$ cat config.mk
export PLATFORM = sky130hd
export DESIGN_NAME = sar_adc_device_flat
export DESIGN_NICKNAME = d
export VERILOG_FILES = /design/src/hw/sar_pkg.sv /design/src/hw/sar_link_if.sv /design/src/hw/sar_adc_device.sv /design/src/flat_wrapper.sv
export VERILOG_INCLUDE_DIRS = /design/src /design/src/hw
export SDC_FILE = /design/constraint.sdc
export NUM_CORES = 1
export LEC_CHECK = 0
export BUFFER_PORTS_ARGS = -buffer_cell sky130_fd_sc_hd__buf_2
export CAP_MARGIN = 20
export CELL_PAD_IN_SITES_DETAIL_PLACEMENT = 0
export CELL_PAD_IN_SITES_GLOBAL_PLACEMENT = 2
export CORE_MARGIN = 3
export CORE_UTILIZATION = 40
export DETAILED_ROUTE_END_ITERATION = 10
export GPL_TIMING_DRIVEN = 1
export PLACE_DENSITY_LB_ADDON = 0.1
export SETUP_SLACK_MARGIN = 0.05
export SYNTH_ARGS = -nofsm -noshare
export SYNTH_HDL_FRONTEND = slang
export SYNTH_SLANG_ARGS = --single-unit
$ cat constraint.sdc
create_clock -name i_clk -period 5.5 [get_ports i_clk]
set_input_delay 1.1 -clock i_clk [delete_from_list [all_inputs] [get_ports i_clk]]
set_output_delay 1.1 -clock i_clk [all_outputs]
set_load 0.01 [all_outputs]
$ cat src/hw/sar_adc_consts.svh
`ifndef SAR_ADC_CONSTS_SVH
`define SAR_ADC_CONSTS_SVH

// ==========================================================
// Clock and timing figures
`define CLK_PERIOD_NS   10
`define CONV_MAX_NS     3700
`define ACQ_MIN_NS      1400
`define PWR_UP_NS       1000
`define RIN_OHMS        1500
`define SAMPLE_CAP_PF   20
`define PULSE_MIN_NS    30
`define SCLK_HALF_NS    80
`define INT_CLK_NS      250

// ==========================================================
// Derived cycle counts
`define CYC_MIN(ns)     (((ns) + `CLK_PERIOD_NS - 1) / `CLK_PERIOD_NS)
`define CYC_MAX(ns)     ((ns) / `CLK_PERIOD_NS)
`define CONV_MAX_CYC    `CYC_MAX(`CONV_MAX_NS)
`define PULSE_MIN_CYC   `CYC_MIN(`PULSE_MIN_NS)
`define SCLK_HALF_CYC   `CYC_MIN(`SCLK_HALF_NS)
`define INT_CLK_DIV     `CYC_MAX(`INT_CLK_NS)
`define SYNC_SLACK_CYC  6

// ==========================================================
// Result format
`define RESULT_BITS     12
`define RESULT_MSB      11
`define FIFO_DEPTH      4

`endif

$ cat src/hw/sar_pkg.sv
package sar_pkg;
  typedef logic [11:0] result_t;

  typedef enum logic [1:0] {
    DEV_SHUTDOWN,
    DEV_TRACK,
    DEV_CONVERT,
    DEV_READOUT
  } dev_state_t;

  typedef enum logic [2:0] {
    HOST_IDLE,
    HOST_PRE_HIGH,
    HOST_PRE_LOW,
    HOST_ACQUIRE,
    HOST_CONV_WAIT,
    HOST_READ,
    HOST_PUSH
  } host_state_t;
endpackage : sar_pkg

$ cat src/hw/sar_link_if.sv
interface sar_link_if;
  logic conversion_start_pin;
  logic serial_clock_pin;
  logic serial_data_out_o;
  logic serial_data_out_oe;
  logic serial_data_out;

  // ==========================================================
  // Wire level of the data pin; released pin shows the inverse of the last bit
  assign serial_data_out = serial_data_out_oe ? serial_data_out_o : ~serial_data_out_o;

  modport device (
    input  conversion_start_pin,
    input  serial_clock_pin,
    output serial_data_out_o,
    output serial_data_out_oe
  );

  modport host (
    output conversion_start_pin,
    output serial_clock_pin,
    input  serial_data_out
  );
endinterface : sar_link_if

$ cat src/hw/sar_adc_device.sv
`include "sar_adc_consts.svh"

module sar_adc_device (
  input  wire logic            i_clk,
  input  wire logic            i_rst_n,
  sar_link_if.device           link,
  input  wire sar_pkg::result_t i_ch1_code,
  input  wire sar_pkg::result_t i_ch2_code,
  output logic                 o_tracking,
  output logic                 o_second_channel,
  output logic                 o_shutdown,
  output sar_pkg::result_t     o_result,
  output logic                 o_result_valid
);
  import sar_pkg::*;

  localparam int DIV = `INT_CLK_DIV;

  dev_state_t state_reg;
  logic       start_meta_reg;
  logic       start_sync_reg;
  logic       start_prev_reg;
  logic       sclk_meta_reg;
  logic       sclk_sync_reg;
  logic       sclk_prev_reg;
  logic       start_rise;
  logic       start_fall;
  logic       sclk_rise;
  logic       sclk_fall;
  logic       second_reg;
  result_t    held_reg;
  result_t    sar_reg;
  result_t    shift_reg;
  logic [3:0] bit_idx_reg;
  logic [4:0] div_reg;
  logic       int_tick;
  logic       conv_done;
  logic [3:0] bits_read_reg;
  logic       dout_reg;
  logic       dout_oe_reg;
  result_t    final_code;

  // ==========================================================
  // Pin synchronisers and edge detection
  always_ff @(posedge i_clk or negedge i_rst_n) begin
    if (!i_rst_n) begin
      start_meta_reg <= 1'b0;
      start_sync_reg <= 1'b0;
      start_prev_reg <= 1'b0;
      sclk_meta_reg  <= 1'b0;
      sclk_sync_reg  <= 1'b0;
      sclk_prev_reg  <= 1'b0;
    end else begin
      start_meta_reg <= link.conversion_start_pin;
      start_sync_reg <= start_meta_reg;
      start_prev_reg <= start_sync_reg;
      sclk_meta_reg  <= link.serial_clock_pin;
      sclk_sync_reg  <= sclk_meta_reg;
      sclk_prev_reg  <= sclk_sync_reg;
    end
  end

  assign start_rise = start_sync_reg & ~start_prev_reg;
  assign start_fall = ~start_sync_reg & start_prev_reg;
  assign sclk_rise  = sclk_sync_reg & ~sclk_prev_reg;
  assign sclk_fall  = ~sclk_sync_reg & sclk_prev_reg;

  // ==========================================================
  // Internal conversion clock, 4 MHz enable
  always_ff @(posedge i_clk or negedge i_rst_n) begin
    if (!i_rst_n) begin
      div_reg <= 5'h0;
    end else if (state_reg != DEV_CONVERT || int_tick) begin
      div_reg <= 5'h0;
    end else begin
      div_reg <= div_reg + 5'h1;
    end
  end

  assign int_tick  = (state_reg == DEV_CONVERT) && (div_reg == 5'(DIV - 1));
  assign conv_done = int_tick && (bit_idx_reg == 4'h0);

  // ==========================================================
  // Sequencer
  always_ff @(posedge i_clk or negedge i_rst_n) begin
    if (!i_rst_n) begin
      state_reg <= DEV_SHUTDOWN;
    end else if (start_rise) begin
      state_reg <= DEV_TRACK;
    end else begin
      case (state_reg)
        DEV_TRACK: begin
          if (start_fall) begin
            state_reg <= DEV_CONVERT;
          end
        end
        DEV_CONVERT: begin
          if (conv_done) begin
            state_reg <= DEV_READOUT;
          end
        end
        DEV_READOUT: begin
          state_reg <= DEV_READOUT;
        end
        default: begin
          state_reg <= DEV_SHUTDOWN;
        end
      endcase
    end
  end

  // ==========================================================
  // Channel selection at each start rise
  always_ff @(posedge i_clk or negedge i_rst_n) begin
    if (!i_rst_n) begin
      second_reg <= 1'b0;
    end else if (start_rise) begin
      // Unfinished readout or aborted pulse selects channel two
      second_reg <= (bits_read_reg != 4'(`RESULT_BITS));
    end
  end

  // ==========================================================
  // Track/hold and successive approximation
  always_ff @(posedge i_clk or negedge i_rst_n) begin
    if (!i_rst_n) begin
      held_reg    <= 12'h000;
      sar_reg     <= 12'h000;
      bit_idx_reg <= 4'h0;
    end else if (state_reg == DEV_TRACK && start_fall && !start_rise) begin
      // Positive cap minus grounded negative cap
      held_reg    <= second_reg ? i_ch2_code : i_ch1_code;
      sar_reg     <= 12'h000;
      bit_idx_reg <= 4'(`RESULT_MSB);
    end else if (int_tick) begin
      if (held_reg >= (sar_reg | (12'h001 << bit_idx_reg))) begin
        sar_reg <= sar_reg | (12'h001 << bit_idx_reg);
      end
      if (bit_idx_reg != 4'h0) begin
        bit_idx_reg <= bit_idx_reg - 4'h1;
      end
    end
  end

  // ==========================================================
  // Result capture for the user side
  always_ff @(posedge i_clk or negedge i_rst_n) begin
    if (!i_rst_n) begin
      o_result       <= 12'h000;
      o_result_valid <= 1'b0;
    end else begin
      o_result_valid <= conv_done && !start_rise;
      if (conv_done && !start_rise) begin
        o_result <= sar_final(held_reg, sar_reg);
      end
    end
  end

  // Last trial bit folded in at completion
  function automatic result_t sar_final(input result_t held, input result_t sar);
    result_t res;
    res = sar;
    if (held >= (sar | 12'h001)) begin
      res = sar | 12'h001;
    end
    return res;
  endfunction : sar_final

  assign final_code = sar_final(held_reg, sar_reg);

  // ==========================================================
  // Serial readout
  always_ff @(posedge i_clk or negedge i_rst_n) begin
    if (!i_rst_n) begin
      shift_reg     <= 12'h000;
      bits_read_reg <= 4'(`RESULT_BITS);
      dout_reg      <= 1'b0;
      dout_oe_reg   <= 1'b0;
    end else if (start_rise) begin
      bits_read_reg <= 4'h0;
      dout_reg      <= 1'b0;
      dout_oe_reg   <= 1'b1;
    end else if (conv_done) begin
      shift_reg     <= final_code;
      bits_read_reg <= 4'h0;
      dout_reg      <= final_code[`RESULT_MSB];
      dout_oe_reg   <= 1'b1;
    end else if (state_reg == DEV_READOUT && bits_read_reg != 4'(`RESULT_BITS)) begin
      if (sclk_rise) begin
        bits_read_reg <= bits_read_reg + 4'h1;
        if (bits_read_reg == 4'(`RESULT_BITS - 1)) begin
          dout_oe_reg <= 1'b0;
        end
      end else if (sclk_fall && bits_read_reg != 4'h0) begin
        shift_reg <= {shift_reg[`RESULT_MSB-1:0], 1'b0};
        dout_reg  <= shift_reg[`RESULT_MSB-1];
      end
    end
  end

  // ==========================================================
  // Outputs
  assign link.serial_data_out_o  = dout_reg;
  assign link.serial_data_out_oe = dout_oe_reg;
  assign o_tracking              = (state_reg == DEV_TRACK);
  assign o_second_channel        = second_reg;
  assign o_shutdown              = (state_reg == DEV_SHUTDOWN) || (state_reg == DEV_READOUT);

endmodule : sar_adc_device

$ cat src/flat_wrapper.sv
// flat-port wrapper written by rule: the top's interface ports become plain ports
module sar_adc_device_flat import sar_pkg::*;
  (i_clk, i_rst_n, i_ch1_code, i_ch2_code, o_tracking, o_second_channel, o_shutdown, o_result, o_result_valid, link_conversion_start_pin, link_serial_clock_pin, link_serial_data_out_o, link_serial_data_out_oe);
  sar_link_if link_i ();
  input  wire logic i_clk;
  input  wire logic i_rst_n;
  input  wire sar_pkg::result_t i_ch1_code;
  input  wire sar_pkg::result_t i_ch2_code;
  output logic o_tracking;
  output logic o_second_channel;
  output logic o_shutdown;
  output sar_pkg::result_t o_result;
  output logic o_result_valid;
  input wire logic [$bits(link_i.conversion_start_pin)-1:0] link_conversion_start_pin;
  input wire logic [$bits(link_i.serial_clock_pin)-1:0] link_serial_clock_pin;
  output wire logic [$bits(link_i.serial_data_out_o)-1:0] link_serial_data_out_o;
  output wire logic [$bits(link_i.serial_data_out_oe)-1:0] link_serial_data_out_oe;
  assign link_i.conversion_start_pin = link_conversion_start_pin;
  assign link_i.serial_clock_pin = link_serial_clock_pin;
  assign link_serial_data_out_o = link_i.serial_data_out_o;
  assign link_serial_data_out_oe = link_i.serial_data_out_oe;
  sar_adc_device u_core (.i_clk(i_clk), .i_rst_n(i_rst_n), .link(link_i), .i_ch1_code(i_ch1_code), .i_ch2_code(i_ch2_code), .o_tracking(o_tracking), .o_second_channel(o_second_channel), .o_shutdown(o_shutdown), .o_result(o_result), .o_result_valid(o_result_valid));
endmodule
* Word-level counts from Yosys, hierarchy flattened
Index checks and enable logic that the tools add are counted.
** Storage, ports and cells
- Bits in registers :: 72
- Logic and storage cells :: 106
- Memories kept :: 0
- Bits in latches :: 0
- Bits in writable memories :: 0
- Bits of input ports :: 28
- Memory bits (read-only) :: 0
** Cells by class
- Bitwise logic cells :: 10
- $lt $le $gt $ge :: 2
- Reduce and logical (&&, ||, !) cells :: 30
- Shift operators :: 1
- Multiply operators :: 0
- Equality and inequality tests :: 11
- $add $sub $neg :: 3
- Mux-type cells :: 31
- Div/mod/pow operators :: 0
** Operator list (count)
- 12-bit 2-to-1 mux :: 4
- 11-bit 2-to-1 mux :: 4
- 4-bit 2-to-1 mux :: 7
- 12-bit >= comparator :: 2
- 12-bit bitwise OR :: 1
- 3-bit nonzero test :: 4
- 1-bit by 4-bit left shift with 12-bit output (first input constant) :: 1
- 1-bit 2-to-1 mux :: 11
- 2-bit nonzero test :: 5
- 2-bit AND reduction :: 4
- 4-bit nonzero test :: 2
- 1-bit logical AND :: 7
- 2-bit 2-to-1 mux :: 3
- 3-bit by 1-bit inequality test with 1-bit output (second input constant) :: 2
- 2-bit case mux with 3 select lines :: 1
- 3-bit AND reduction :: 2
- 5-bit by 1-bit adder with 5-bit output (second input constant) :: 1
- 5-bit == test (second input constant) :: 1
- 5-bit 2-to-1 mux :: 1
- 1-bit NOT :: 5
- 4-bit by 1-bit adder with 4-bit output (second input constant) :: 1
- 1-bit AND :: 4
- 2-bit == test (second input constant) :: 2
- 4-bit == test (second input constant) :: 1
- other kinds (10) :: 12

* Logic depth before layout (Yosys ltp)
Gate-level depths: netlist of the first run.
- Depth after elaboration :: 8
- Mapped depth :: 11
- Gate-level depth less buffers :: 10

* Worst setup path before layout of the first run
Ideal clock, no wire load.
- Path type :: reg2reg
- Start point :: register u_core.bit_idx_reg[0]
- End point :: register u_core.sar_reg[10]
- Setup time :: 129 ps
- Data arrival time :: 2435 ps
- Buffers on the path :: 1
- Cell stages (with the launch flop) :: 12
- Path slack :: 2936 ps
- Cell sequence :: dfrtp_1 > inv_1 > ha_1 > or3b_4 > or2b_1 > ha_1 > nand2b_1 > a31oi_1 > o21ai_0 > a41oi_1 > buf_2 > o22ai_1
** Between the ends
- Longest elaborated chain between the ends :: 5
** RTL lines
- start: declaration :: RTL line sar_adc_device.sv:34 : logic [3:0] bit_idx_reg;
- start signal: assignment :: RTL line sar_adc_device.sv:134 : bit_idx_reg <= 4'(`RESULT_MSB);
- start signal: assignment :: RTL line sar_adc_device.sv:140 : bit_idx_reg <= bit_idx_reg - 4'h1;
- 1-bit by 4-bit left shift with 12-bit output (*) :: RTL line sar_adc_device.sv:136, sar_adc_device.sv:137
- 12-bit bitwise OR (*) :: RTL line sar_adc_device.sv:136, sar_adc_device.sv:137
- 12-bit >= comparator or 12-bit 2-to-1 mux (tied branches) :: RTL line sar_adc_device.sv:136 : if (held_reg >= (sar_reg | (12'h001 << bit_idx_reg))) begin
- 2-bit nonzero test (no line) or 12-bit 2-to-1 mux (tied branches)
- 2-bit AND reduction (no line) or 12-bit 2-to-1 mux (tied branches)
- end signal: assignment :: RTL line sar_adc_device.sv:137 : sar_reg <= sar_reg | (12'h001 << bit_idx_reg);
- end: declaration :: RTL line sar_adc_device.sv:32 : result_t sar_reg;
Every way passes the cells marked *; elsewhere a longest branch is shown, timed or not. The select of a mux whose other input is x is not followed.
A chain may end at the register's enable or synchronous reset.

* Final worst setup path of the first run
Same ends and word-level chain as after synthesis.

==> results.txt, run 1 <==
----------------------------------------------------
[Status]
  Outcome ... complete, no violations

[Power]
  Power density over the cells ... between 300 and 400 nW/um^2
  Peak supply drop ... 0.0001370 V
  Design Power ... 0.001684 W
  LEAKAGE ... 2.083 nW

[Timing]
  Tcrit/Tclk final ... 60.44%
  Tightest Pin Transition ... 1.043 ns
  Final period demand of the worst path ... 3.324 ns
  Clock skew after layout ... approximately 0.0063 ns
  Final setup vio count ... 0
  Final worst-path setup slack ... 2.176 ns
  Pins Over Slew Limit ... 0
  Unrepaired setup endpoints after global routing ... false
  Max-slew headroom at the worst pin ... 29.57%
  Setup TNS ... 0 ns
  Final-report hold violation count ... 0
  Post-Route Hold Slack ... 0.3516 ns
  Achievable Freq ... 0.3008 GHz

[Finish]
  Multi-input gate area in the final layout ... 1848 sq um
  Register cell area after layout ... 1804 sq um
  # diodes ... 0
  Share of the core filled with cells ... 47.40%
  Area added between synthesis and finish ... 14.78%
  Number of inserted filler cells in the final layout ... 953
  Share of layout cells above drive strength 1 ... ~20%
  Final net count ... a little under 500

[Floorplan]
  Width of the die ... 103.9 um
  Row cnt ... 35
  Die span in y ... 103.9 um
  Initial core utilization ... 41.29%
  Number of ports placed on the die boundary ... 46
  Total die area ... 10800 sq um
  Area of the core ... between 9000 and 10000 sq um

[Hold path]
  Startpoint of the lowest-slack hold path ... u_core.start_meta_reg
  WHS Path Cells ... 0
  Class of the tightest hold or removal check ... register to register
  Endpoint with the worst hold slack ... u_core.start_sync_reg

[Setup path]
  Startpoint type of the worst setup path ... register
  Endpoint kind of the worst setup timing path ... register
  Reg-to-reg setup timing slack ... 2.18 ns
  Buffering stage count on the worst path with inverters included ... 1
  Worst reg-to-reg path cell count ... 10
  Worst endpoint data arrival time ... 3.49 ns
  Critical Path, Cell by Cell ... inv_1, ha_1, or3b_4, or2b_1, ha_1, nand2b_1, a31oi_1, o21ai_0, a41oi_1, o22ai_1
  Data required time at the worst endpoint ... 5.67 ns
  Cell family with most CP delay ... compound AO/OA/AOI/OAI gates
  Cell repeated most along the worst path ... ha_1
  Crit path max fanout ... 11
  Path type of the worst setup path ... register to register
  Worst reg2reg path startpoint ... u_core.bit_idx_reg[0]
  Worst R2R End ... u_core.sar_reg[10]
  Delay of the slowest cell on the worst path ... 0.90 ns
  Cell with the biggest individual delay on the critical path ... a41oi_1

[GRT]
  Total global routing track utilization ... between 10% and 20%
  Global-route wire length before repair ... 14.55 mm
  Number of global-route vias before repair ... 2694
  Initial antenna violation count ... 0
  Total grt overflow ... 0
  Pin count of the biggest net entering global routing ... 43

[Synth]
  Top post-synthesis cells by area ... dfrtp_1 46%, ha_1 12%, mux2i_1 6.5%
  Dominant register cell in the synthesized netlist ... dfrtp_1
  Synth Area in Adders ... 11.75%
  Xor/xnor share of the synthesized area ... approximately 2.1%
  Main combinational cell family by area after synthesis ... compound AO/OA/AOI/OAI gates
  Nets in the synthesized netlist ... 438
  FFs w/ async S/R, synth ... 100.0%
  Sequential area share after synthesis ... between 40% and 50%
  Fraction of the mapped netlist area in compound gates ... approximately 15%
  Avg Cell Area, Syn ... between 10 and 15 sq um
  Fraction of synthesized area in multiplexers ... under 10%
  Synth Instances ... 374
  Number of enable-type register cells in the synthesized netlist ... 0
  Most instantiated cells after synthesis ... 70 x dfrtp_1, 61 x nand2_1, 36 x ha_1
  Most numerous cell in the Yosys netlist ... dfrtp_1
  Library cell occupying the most area in the post-synthesis netlist ... dfrtp_1
  Synth Area in Simple Gates ... a little over an eighth
  Number of different library cells in the post-synthesis netlist ... 47
  Number of register bits inferred by synthesis ... 72
  Post-synthesis cell area ... between 3000 and 4000 sq um
  Yosys top cell area share ... 45.69%
  Number of warning messages in the yosys log ... 0

[Placement]
  RD Place Congestion ... 0.7913
  Dpl hpwl ... between 6 and 7 mm
  Minimum setup slack after placement ... 2.227 ns
  IO buf count ... 45

[Detailed routing]
  WL/cell ... roughly 16 um
  DRC violation total after the first TritonRoute iteration ... 78
  Number of iterations in the first detailed-routing pass ... 4
  Number of nets with antenna violations after detailed routing ... 0
  Final wirelength ... ~8.7 mm
  Post-DR vias/cell ... 5.033
  Count of unresolved DRC violations after routing ... 0
  Count of vias placed by the detailed router ... 2783

[CTS]
  TritonCTS clock tree ... yes
  Number of setup buffers added after CTS ... 0
  Insertion delay to the later sink of the worst-skew pair ... 0.34 ns
  Number of gates resized after CTS ... 0
  Total number of H-tree levels ... 3
  Post-cts hold buffer count ... 0
  Root Driver ... clkbuf_8
  CTS Buf Count ... 9
  # clock sinks ... 72
  CTS clk-pin slew, worst paths ... around 0.080 ns
  Max Root-Sink Buffers ... 2

[Flow run]
  Number of maximum-capacitance violations ... 0

----------------------------------------------------
## logic make-up after synthesis
kind of cell,Yosys count
mux,25
compound gates,90
flops,72
buf+inv,38
fa+ha+maj,36
simple gates,104
xor+xnor,9
## through the flow
| step | std cells | cell area, sq um |
|---|---|---|
| 6_report | 553 | 4400 |
| 5_1_grt | 553 | 4400 |
| 4_1_cts | 552 | 4385 |
| 3_5_place_dp | 536 | 4140 |
| 3_3_place_gp | 536 | 4140 |
| 2_1_floorplan | 374 | 3834 |
## worst max path at each step
stage | start | slack [ns] | to | cells after the start
2_1_floorplan | u_core.bit_idx_reg[0] | 2.94 | u_core.sar_reg[10] | 11
3_3_place_gp | u_core.bit_idx_reg[0] | 2.25 | u_core.sar_reg[10] | 10
3_5_place_dp | u_core.bit_idx_reg[0] | 2.23 | u_core.sar_reg[10] | 10
4_1_cts | u_core.bit_idx_reg[0] | 2.19 | u_core.sar_reg[10] | 10
5_1_grt | u_core.bit_idx_reg[0] | 1.90 | u_core.sar_reg[10] | 10
6_report | u_core.bit_idx_reg[0] | 2.18 | u_core.sar_reg[10] | 10
## final cells by class
| class | count | area share, % |
|---|---|---|
| multi-input combinational | 264 | 42.00 |
| sequential | 72 | 41.00 |
| clock buffer | 11 | 3.213 |
| timing repair buffer | 47 | 5.630 |
| clock inverter | 5 | 2.360 |
| tap | 129 | 3.668 |
| inverter | 25 | 2.132 |
## layer usage
| layer | vias up | track usage [%] | part of all wire [%] |
|---|---|---|---|
| met2 | 67 | 24.14 | 44 |
| li1 | 1392 | - | - |
| met3 | 2 | 2.669 | 4.6 |
| met5 | - | 0 | 0 |
| met1 | 1322 | 26.26 | 51 |
| met4 | 0 | 5.698 | 0.45 |
## report_power, final
group / leakage (nW) / total [W] / switching, W / internal, W
Clock: 0.124 / 0.000519 / 0.000204 / 0.000314
Sequential: 0.934 / 0.000691 / 0.0000925 / 0.000599
Combinational: 1.03 / 0.000474 / 0.000267 / 0.000207
## placed cells by master, fill, tap and decap left out, types with 10 or more instances in the layout
master,netlist,layout
o21ai_0,22,22
ha_1,36,36
buf_2,4,45
o22ai_1,11,11
inv_1,25,25
a21oi_1,18,18
nor2_1,14,14
nand2_1,61,61
dfrtp_1,70,70
o21ai_2,14,14
mux2i_1,25,25
clkbuf_8,0,10
(Power assumes the default switching activity.)
==> run 2: changes to the inputs <==
Settings changed: CORE_UTILIZATION 40 to 34.
Clock period 5.5 ns to 2.8 ns, I/O delays scaled along.
==> run 2 against run 1 <==
  * Worst hold slack got worse by 0.25 ns
  * Worst setup slack got worse by 2.0 ns
  * Non-clock buffer count increased by 10
  * Routed wire length about the same
  * Clock skew decreased by 0.0035 ns
  * Global-route usage decreased by 2.2 points
  * First-iteration DRC count increased by 29%
  * Total power increased by 110%
  * Die area increased by 17%
==> results.txt, run 2 (synthesized netlist as in run 1, its figures left out) <==
----------------------------------------------------
[GRT]
  Pin count of the biggest net entering global routing ... 33
  Total global routing track utilization ... around 15%
  Global-route wire length before repair ... about 15 mm
  Number of global-route vias before repair ... 2810
  Total grt overflow ... 0
  Initial antenna violation count ... 0

[Floorplan]
  Area of the core ... 10940 sq um
  Total die area ... 12590 sq um
  Number of ports placed on the die boundary ... 46
  Initial core utilization ... around a third
  Width of the die ... 112.2 um
  Die span in y ... 112.2 um
  Row cnt ... 38

[Timing]
  Final setup vio count ... 0
  Max-slew headroom at the worst pin ... 46.96%
  Setup TNS ... 0 ns
  Final worst-path setup slack ... between 0.2 and 0.25 ns
  Pins Over Slew Limit ... 0
  Clock skew after layout ... 0.002787 ns
  Final period demand of the worst path ... 2.600 ns
  Final-report hold violation count ... 0
  Tcrit/Tclk final ... about 93%
  Post-Route Hold Slack ... 0.1028 ns
  Achievable Freq ... 0.3847 GHz
  Tightest Pin Transition ... 0.7954 ns
  Unrepaired setup endpoints after global routing ... false

[CTS]
  Root Driver ... clkbuf_16
  Total number of H-tree levels ... 3
  Post-cts hold buffer count ... 0
  CTS clk-pin slew, worst paths ... about 0.060 ns
  Insertion delay to the later sink of the worst-skew pair ... 0.34 ns
  Max Root-Sink Buffers ... 2
  TritonCTS clock tree ... yes
  # clock sinks ... around 70
  CTS Buf Count ... 9

[Setup path]
  Worst reg2reg path startpoint ... u_core.bit_idx_reg[0]
  Worst R2R End ... u_core.sar_reg[6]
  Crit path max fanout ... 5
  Worst reg-to-reg path cell count ... 11
  Data required time at the worst endpoint ... 3.01 ns
  Reg-to-reg setup timing slack ... 0.20 ns
  Worst endpoint data arrival time ... 2.81 ns
  Startpoint type of the worst setup path ... register
  Path type of the worst setup path ... register to register
  Endpoint kind of the worst setup timing path ... register

[Detailed routing]
  Final wirelength ... 8.677 mm
  Number of nets with antenna violations after detailed routing ... 0
  WL/cell ... approximately 15 um
  Number of iterations in the first detailed-routing pass ... 5
  Count of unresolved DRC violations after routing ... 0
  DRC violation total after the first TritonRoute iteration ... 101
  Count of vias placed by the detailed router ... around 2800
  Post-DR vias/cell ... 4.855

[Finish]
  Most common library cell in the layout ignoring fill and taps ... dfrtp_1
  Share of layout cells above drive strength 1 ... 23.27%
  Final net count ... just under 500
  Commonest non-fill, non-tap cells in the layout ... 68 x dfrtp_1, 61 x nand2_1, 45 x buf_2
  Final instance area ... 4593 sq um
  # diodes ... 0
  Number of inserted filler cells in the final layout ... 1084
  Area added between synthesis and finish ... 19.81%

[Power]
  Power density over the cells ... 777.6 nW/um^2
  LEAKAGE ... 2.161 nW
  Peak supply drop ... roughly 0.00027 V
  Design Power ... roughly 0.0036 W

[Placement]
  IO buf count ... between 40 and 50
  Placed Area ... 4227 sq um
  RD Place Congestion ... 0.7750
  Dpl hpwl ... between 6 and 7 mm
  Minimum setup slack after placement ... around 0.062 ns

[Hold path]
  Class of the tightest hold or removal check ... input port to asynchronous set/reset pin

[Flow run]
  Number of maximum-capacitance violations ... 0

[Status]
  Outcome ... complete, no violations

----------------------------------------------------
run 2: cell count changes in the layout (fill, tap and decap cells not counted), moves of 2 or more:
cell       before  now
dfrtp_1        70   68
clkinv_2        1    3
inv_1          25   23
buf_4           1   10
dfrtp_2         0    2
clkbuf_16       0    9
clkbuf_8       10    1
run 2: area by class of cell:
type                       count  area, sq um  share of cell area (%)
multi-input combinational    264         1862                   40.53
timing repair buffer          57        331.6                   7.219
tap                          140        175.2                   3.814
clock inverter                 6        82.58                   1.798
clock buffer                  10        239.0                   5.203
sequential                    72         1807                   39.34
inverter                      25        96.34                   2.098
run 2: critical path: stages (launching register included):
cell and delay, ns:
dfrtp_2 0.44, inv_4 0.08, ha_2 0.17, or3b_4 0.41, or2b_1 0.18, ha_1 0.21
nand2b_1 0.13, a31oi_1 0.19, o21ai_2 0.12, a41oi_2 0.27, buf_4 0.18, o22ai_1 0.08
run 2: worst max path at each step:
stage / startpoint / cells past startpoint / to / slack (ns)
finish: u_core.bit_idx_reg[0] / 11 / u_core.sar_reg[6] / 0.20
global route: u_core.bit_idx_reg[0] / 11 / u_core.sar_reg[6] / 0.05
CTS: u_core.bit_idx_reg[0] / 11 / u_core.sar_reg[9] / 0.13
detailed placement: u_core.bit_idx_reg[0] / 11 / u_core.sar_reg[6] / 0.06
global placement: u_core.bit_idx_reg[0] / 11 / u_core.sar_reg[3] / 0.14
floorplan: u_core.bit_idx_reg[0] / 11 / u_core.sar_reg[10] / 0.24
run 2: what timing repair did:
action | 4_1_cts | 5_1_grt
pin swaps | 0 | 2
setup buffers | 0 | 2
endpoints found under the setup margin | 2 | 11
resized for setup | 1 | 11
gates cloned | 0 | 1
run 2: stage by stage:
| stage | cells | utilization (%) |
|---|---|---|
| floorplan | 374 | - |
| global placement | 555 | 38.65 |
| detailed placement | 555 | 38.65 |
| CTS | 571 | 41.59 |
| global route | 574 | 42.00 |
| finish | 574 | 42.00 |
run 2: routing by layer:
metal | vias to the layer above | part of all wire [%] | track usage [%]
met5 | - | 0 | 0
met4 | 0 | 1.6 | 6.490
met3 | 10 | 4.1 | 2.588
met2 | 62 | 42 | 21.10
met1 | 1299 | 52 | 22.03
li1 | 1416 | - | -
run 2: where the power goes:
group	switching [W]	internal (W)	leakage [nW]
registers	0.000162	0.00118	0.933
clock network	0.000451	0.000799	0.158
logic	0.000560	0.000420	1.07
total	0.00117	0.00240	2.16
==> run 3: changes to the inputs <==
Settings changed: CELL_PAD_IN_SITES_DETAIL_PLACEMENT 0 to unset, CELL_PAD_IN_SITES_GLOBAL_PLACEMENT 2 to unset, CORE_UTILIZATION 34 to 50, PLACE_DENSITY set to 0.73, PLACE_DENSITY_LB_ADDON 0.1 to unset.
==> run 3 against run 2 <==
  * Flip-flop and latch count unchanged
  * Total power fell by 6.0%
  * Non-clock buffer count decreased by 3
  * Routed wire length down 5.1%
  * Combinational power is 1% higher
  * Sequential share of layout area up 1.1 points
  * Final cell count is 7.7% lower
==> results.txt, run 3 (synthesized netlist as in run 1, its figures left out) <==
----------------------------------------------------
[Status]
  Outcome ... complete, no violations

[GRT]
  Initial antenna violation count ... 0
  Pin count of the biggest net entering global routing ... 51
  Total global routing track utilization ... 20.21%
  Global-route wire length before repair ... 13.77 mm
  Total grt overflow ... 0
  Number of global-route vias before repair ... 2838

[Timing]
  Final period demand of the worst path ... 2.609 ns
  Final-report hold violation count ... 0
  Final setup vio count ... 0
  Achievable Freq ... approximately 0.38 GHz
  Unrepaired setup endpoints after global routing ... false
  Tcrit/Tclk final ... 93.18%
  Post-Route Hold Slack ... about 0.20 ns
  Clock skew after layout ... 0.005607 ns
  Tightest Pin Transition ... 0.7752 ns
  Pins Over Slew Limit ... 0
  Setup TNS ... 0 ns
  Max-slew headroom at the worst pin ... 48.31%

[Detailed routing]
  Post-DR vias/cell ... 5.436
  WL/cell ... about 16 um
  Count of unresolved DRC violations after routing ... 0
  Count of vias placed by the detailed router ... 2881
  Final wirelength ... 8.231 mm
  DRC violation total after the first TritonRoute iteration ... 233
  Number of iterations in the first detailed-routing pass ... 5
  Number of nets with antenna violations after detailed routing ... 0

[Setup path]
  Data required time at the worst endpoint ... ~3.0 ns
  Endpoint kind of the worst setup timing path ... register
  Crit path max fanout ... 5
  Path type of the worst setup path ... register to register
  Worst endpoint data arrival time ... 2.83 ns
  Startpoint type of the worst setup path ... register

[CTS]
  Insertion delay to the later sink of the worst-skew pair ... 0.34 ns
  # clock sinks ... 72
  Root Driver ... clkbuf_8
  Post-cts hold buffer count ... 0
  TritonCTS clock tree ... yes
  Max Root-Sink Buffers ... 2
  Total number of H-tree levels ... 3
  CTS Buf Count ... 9
  CTS clk-pin slew, worst paths ... ~0.07 ns

[Power]
  LEAKAGE ... around 2.1 nW
  Peak supply drop ... ~0.00062 V
  Power density over the cells ... 753.1 nW/um^2

[Finish]
  Commonest non-fill, non-tap cells in the layout ... 70 x dfrtp_1, 61 x nand2_1, 45 x buf_2
  Area added between synthesis and finish ... 16.29%
  Share of layout cells above drive strength 1 ... between 20% and 30%
  Register cell area after layout ... 1804 sq um
  Number of inserted filler cells in the final layout ... 611
  # diodes ... 0
  Most common library cell in the layout ignoring fill and taps ... dfrtp_1
  Final net count ... 490
  Multi-input gate area in the final layout ... 1873 sq um

[Floorplan]
  Number of ports placed on the die boundary ... between 40 and 50
  Row cnt ... 31
  Total die area ... ~8800 sq um
  Initial core utilization ... 52.30%
  Width of the die ... just over 90 um
  Die span in y ... roughly 94 um
  Area of the core ... 7331 sq um

[Placement]
  IO buf count ... 45
  Dpl hpwl ... 5.974 mm
  RD Place Congestion ... around 0.84

[Hold path]
  Class of the tightest hold or removal check ... input port to asynchronous set/reset pin

[Flow run]
  Number of maximum-capacitance violations ... 0

----------------------------------------------------
==> run 3: changes by cell type in the layout (fill, tap and decap cells not counted), moves of 2 or more <==
cell / change
clkbuf_8: +10
clkinv_2: -2
dfrtp_1: +2
dfrtp_2: -2
clkbuf_16: -9
buf_4: -3
==> run 3: final timing paths <==
path | startpoint | to | slack (ns) | cells after the start
setup / recovery | u_core.bit_idx_reg[0] | u_core.sar_reg[1] | 0.19 | 11
hold / removal | i_rst_n | u_core.o_result[11] | 0.20 | 1
setup reg to reg | u_core.bit_idx_reg[0] | u_core.sar_reg[1] | 0.19 | 11
hold reg to reg | u_core.sclk_meta_reg | u_core.sclk_sync_reg | 0.35 | 0
max in group asynchronous | i_rst_n | u_core.bits_read_reg[3] | 1.91 | 2
min in group i_clk | link_serial_clock_pin | u_core.sclk_meta_reg | 0.32 | 1
==> run 3: area by class of cell <==
cell class              instances  area share [%]
clock buffers                  11           3.396
clock inverters                 5           2.301
inverters                      25           2.105
multi-input cells             264           42.02
flip-flops and latches         72           40.47
well taps                      99           2.779
repair buffers                 54           6.932
==> run 3: metrics by stage <==
| stage | total power, W | area (sq um) | setup slack [ns] | std cells | util, % |
|---|---|---|---|---|---|
| CTS | 0.003325 | 4407 | 0.05827 | 527 | 60.11 |
| detailed placement | 0.002278 | 4153 | 0.06268 | 511 | 56.65 |
| floorplan | 0.001994 | 3834 | 0.2361 | 374 | - |
| global placement | 0.002232 | 4153 | 0.2239 | 511 | 56.65 |
| global route | 0.003604 | 4458 | 0.03435 | 530 | 60.81 |
| finish | 0.003357 | 4458 | 0.1909 | 530 | 60.81 |
==> run 3: power breakdown <==
group          switching (W)  internal (W)  leakage (nW)
clock               0.000386      0.000639         0.126
combinational       0.000561      0.000431          1.06
sequential          0.000164       0.00118         0.934
==> run 3: worst max-delay path, cell delays in order (launching register included) <==
cell	delay [ns]
dfrtp_1	0.43
inv_2	0.10
ha_1	0.16
or3b_4	0.41
or2b_1	0.18
ha_1	0.22
nand2b_1	0.16
a31oi_2	0.18
o21ai_2	0.11
a41oi_2	0.28
buf_4	0.19
o22ai_1	0.08
==> run 3: what timing repair did <==
item | 4_1_cts | 5_1_grt
setup endpoints to repair | 0 | 11
setup buffers | 0 | 2
gates resized for setup | 0 | 11
==> run 3: layer usage <==
| layer | track usage (%) | up-vias | share of wire (%) |
|---|---|---|---|
| li1 | - | 1407 | - |
| met2 | 34.07 | 102 | 49 |
| met4 | 7.822 | 0 | 3.3 |
| met5 | 0 | - | 0 |
| met1 | 25.52 | 1343 | 43 |
| met3 | 4.103 | 29 | 5.4 |
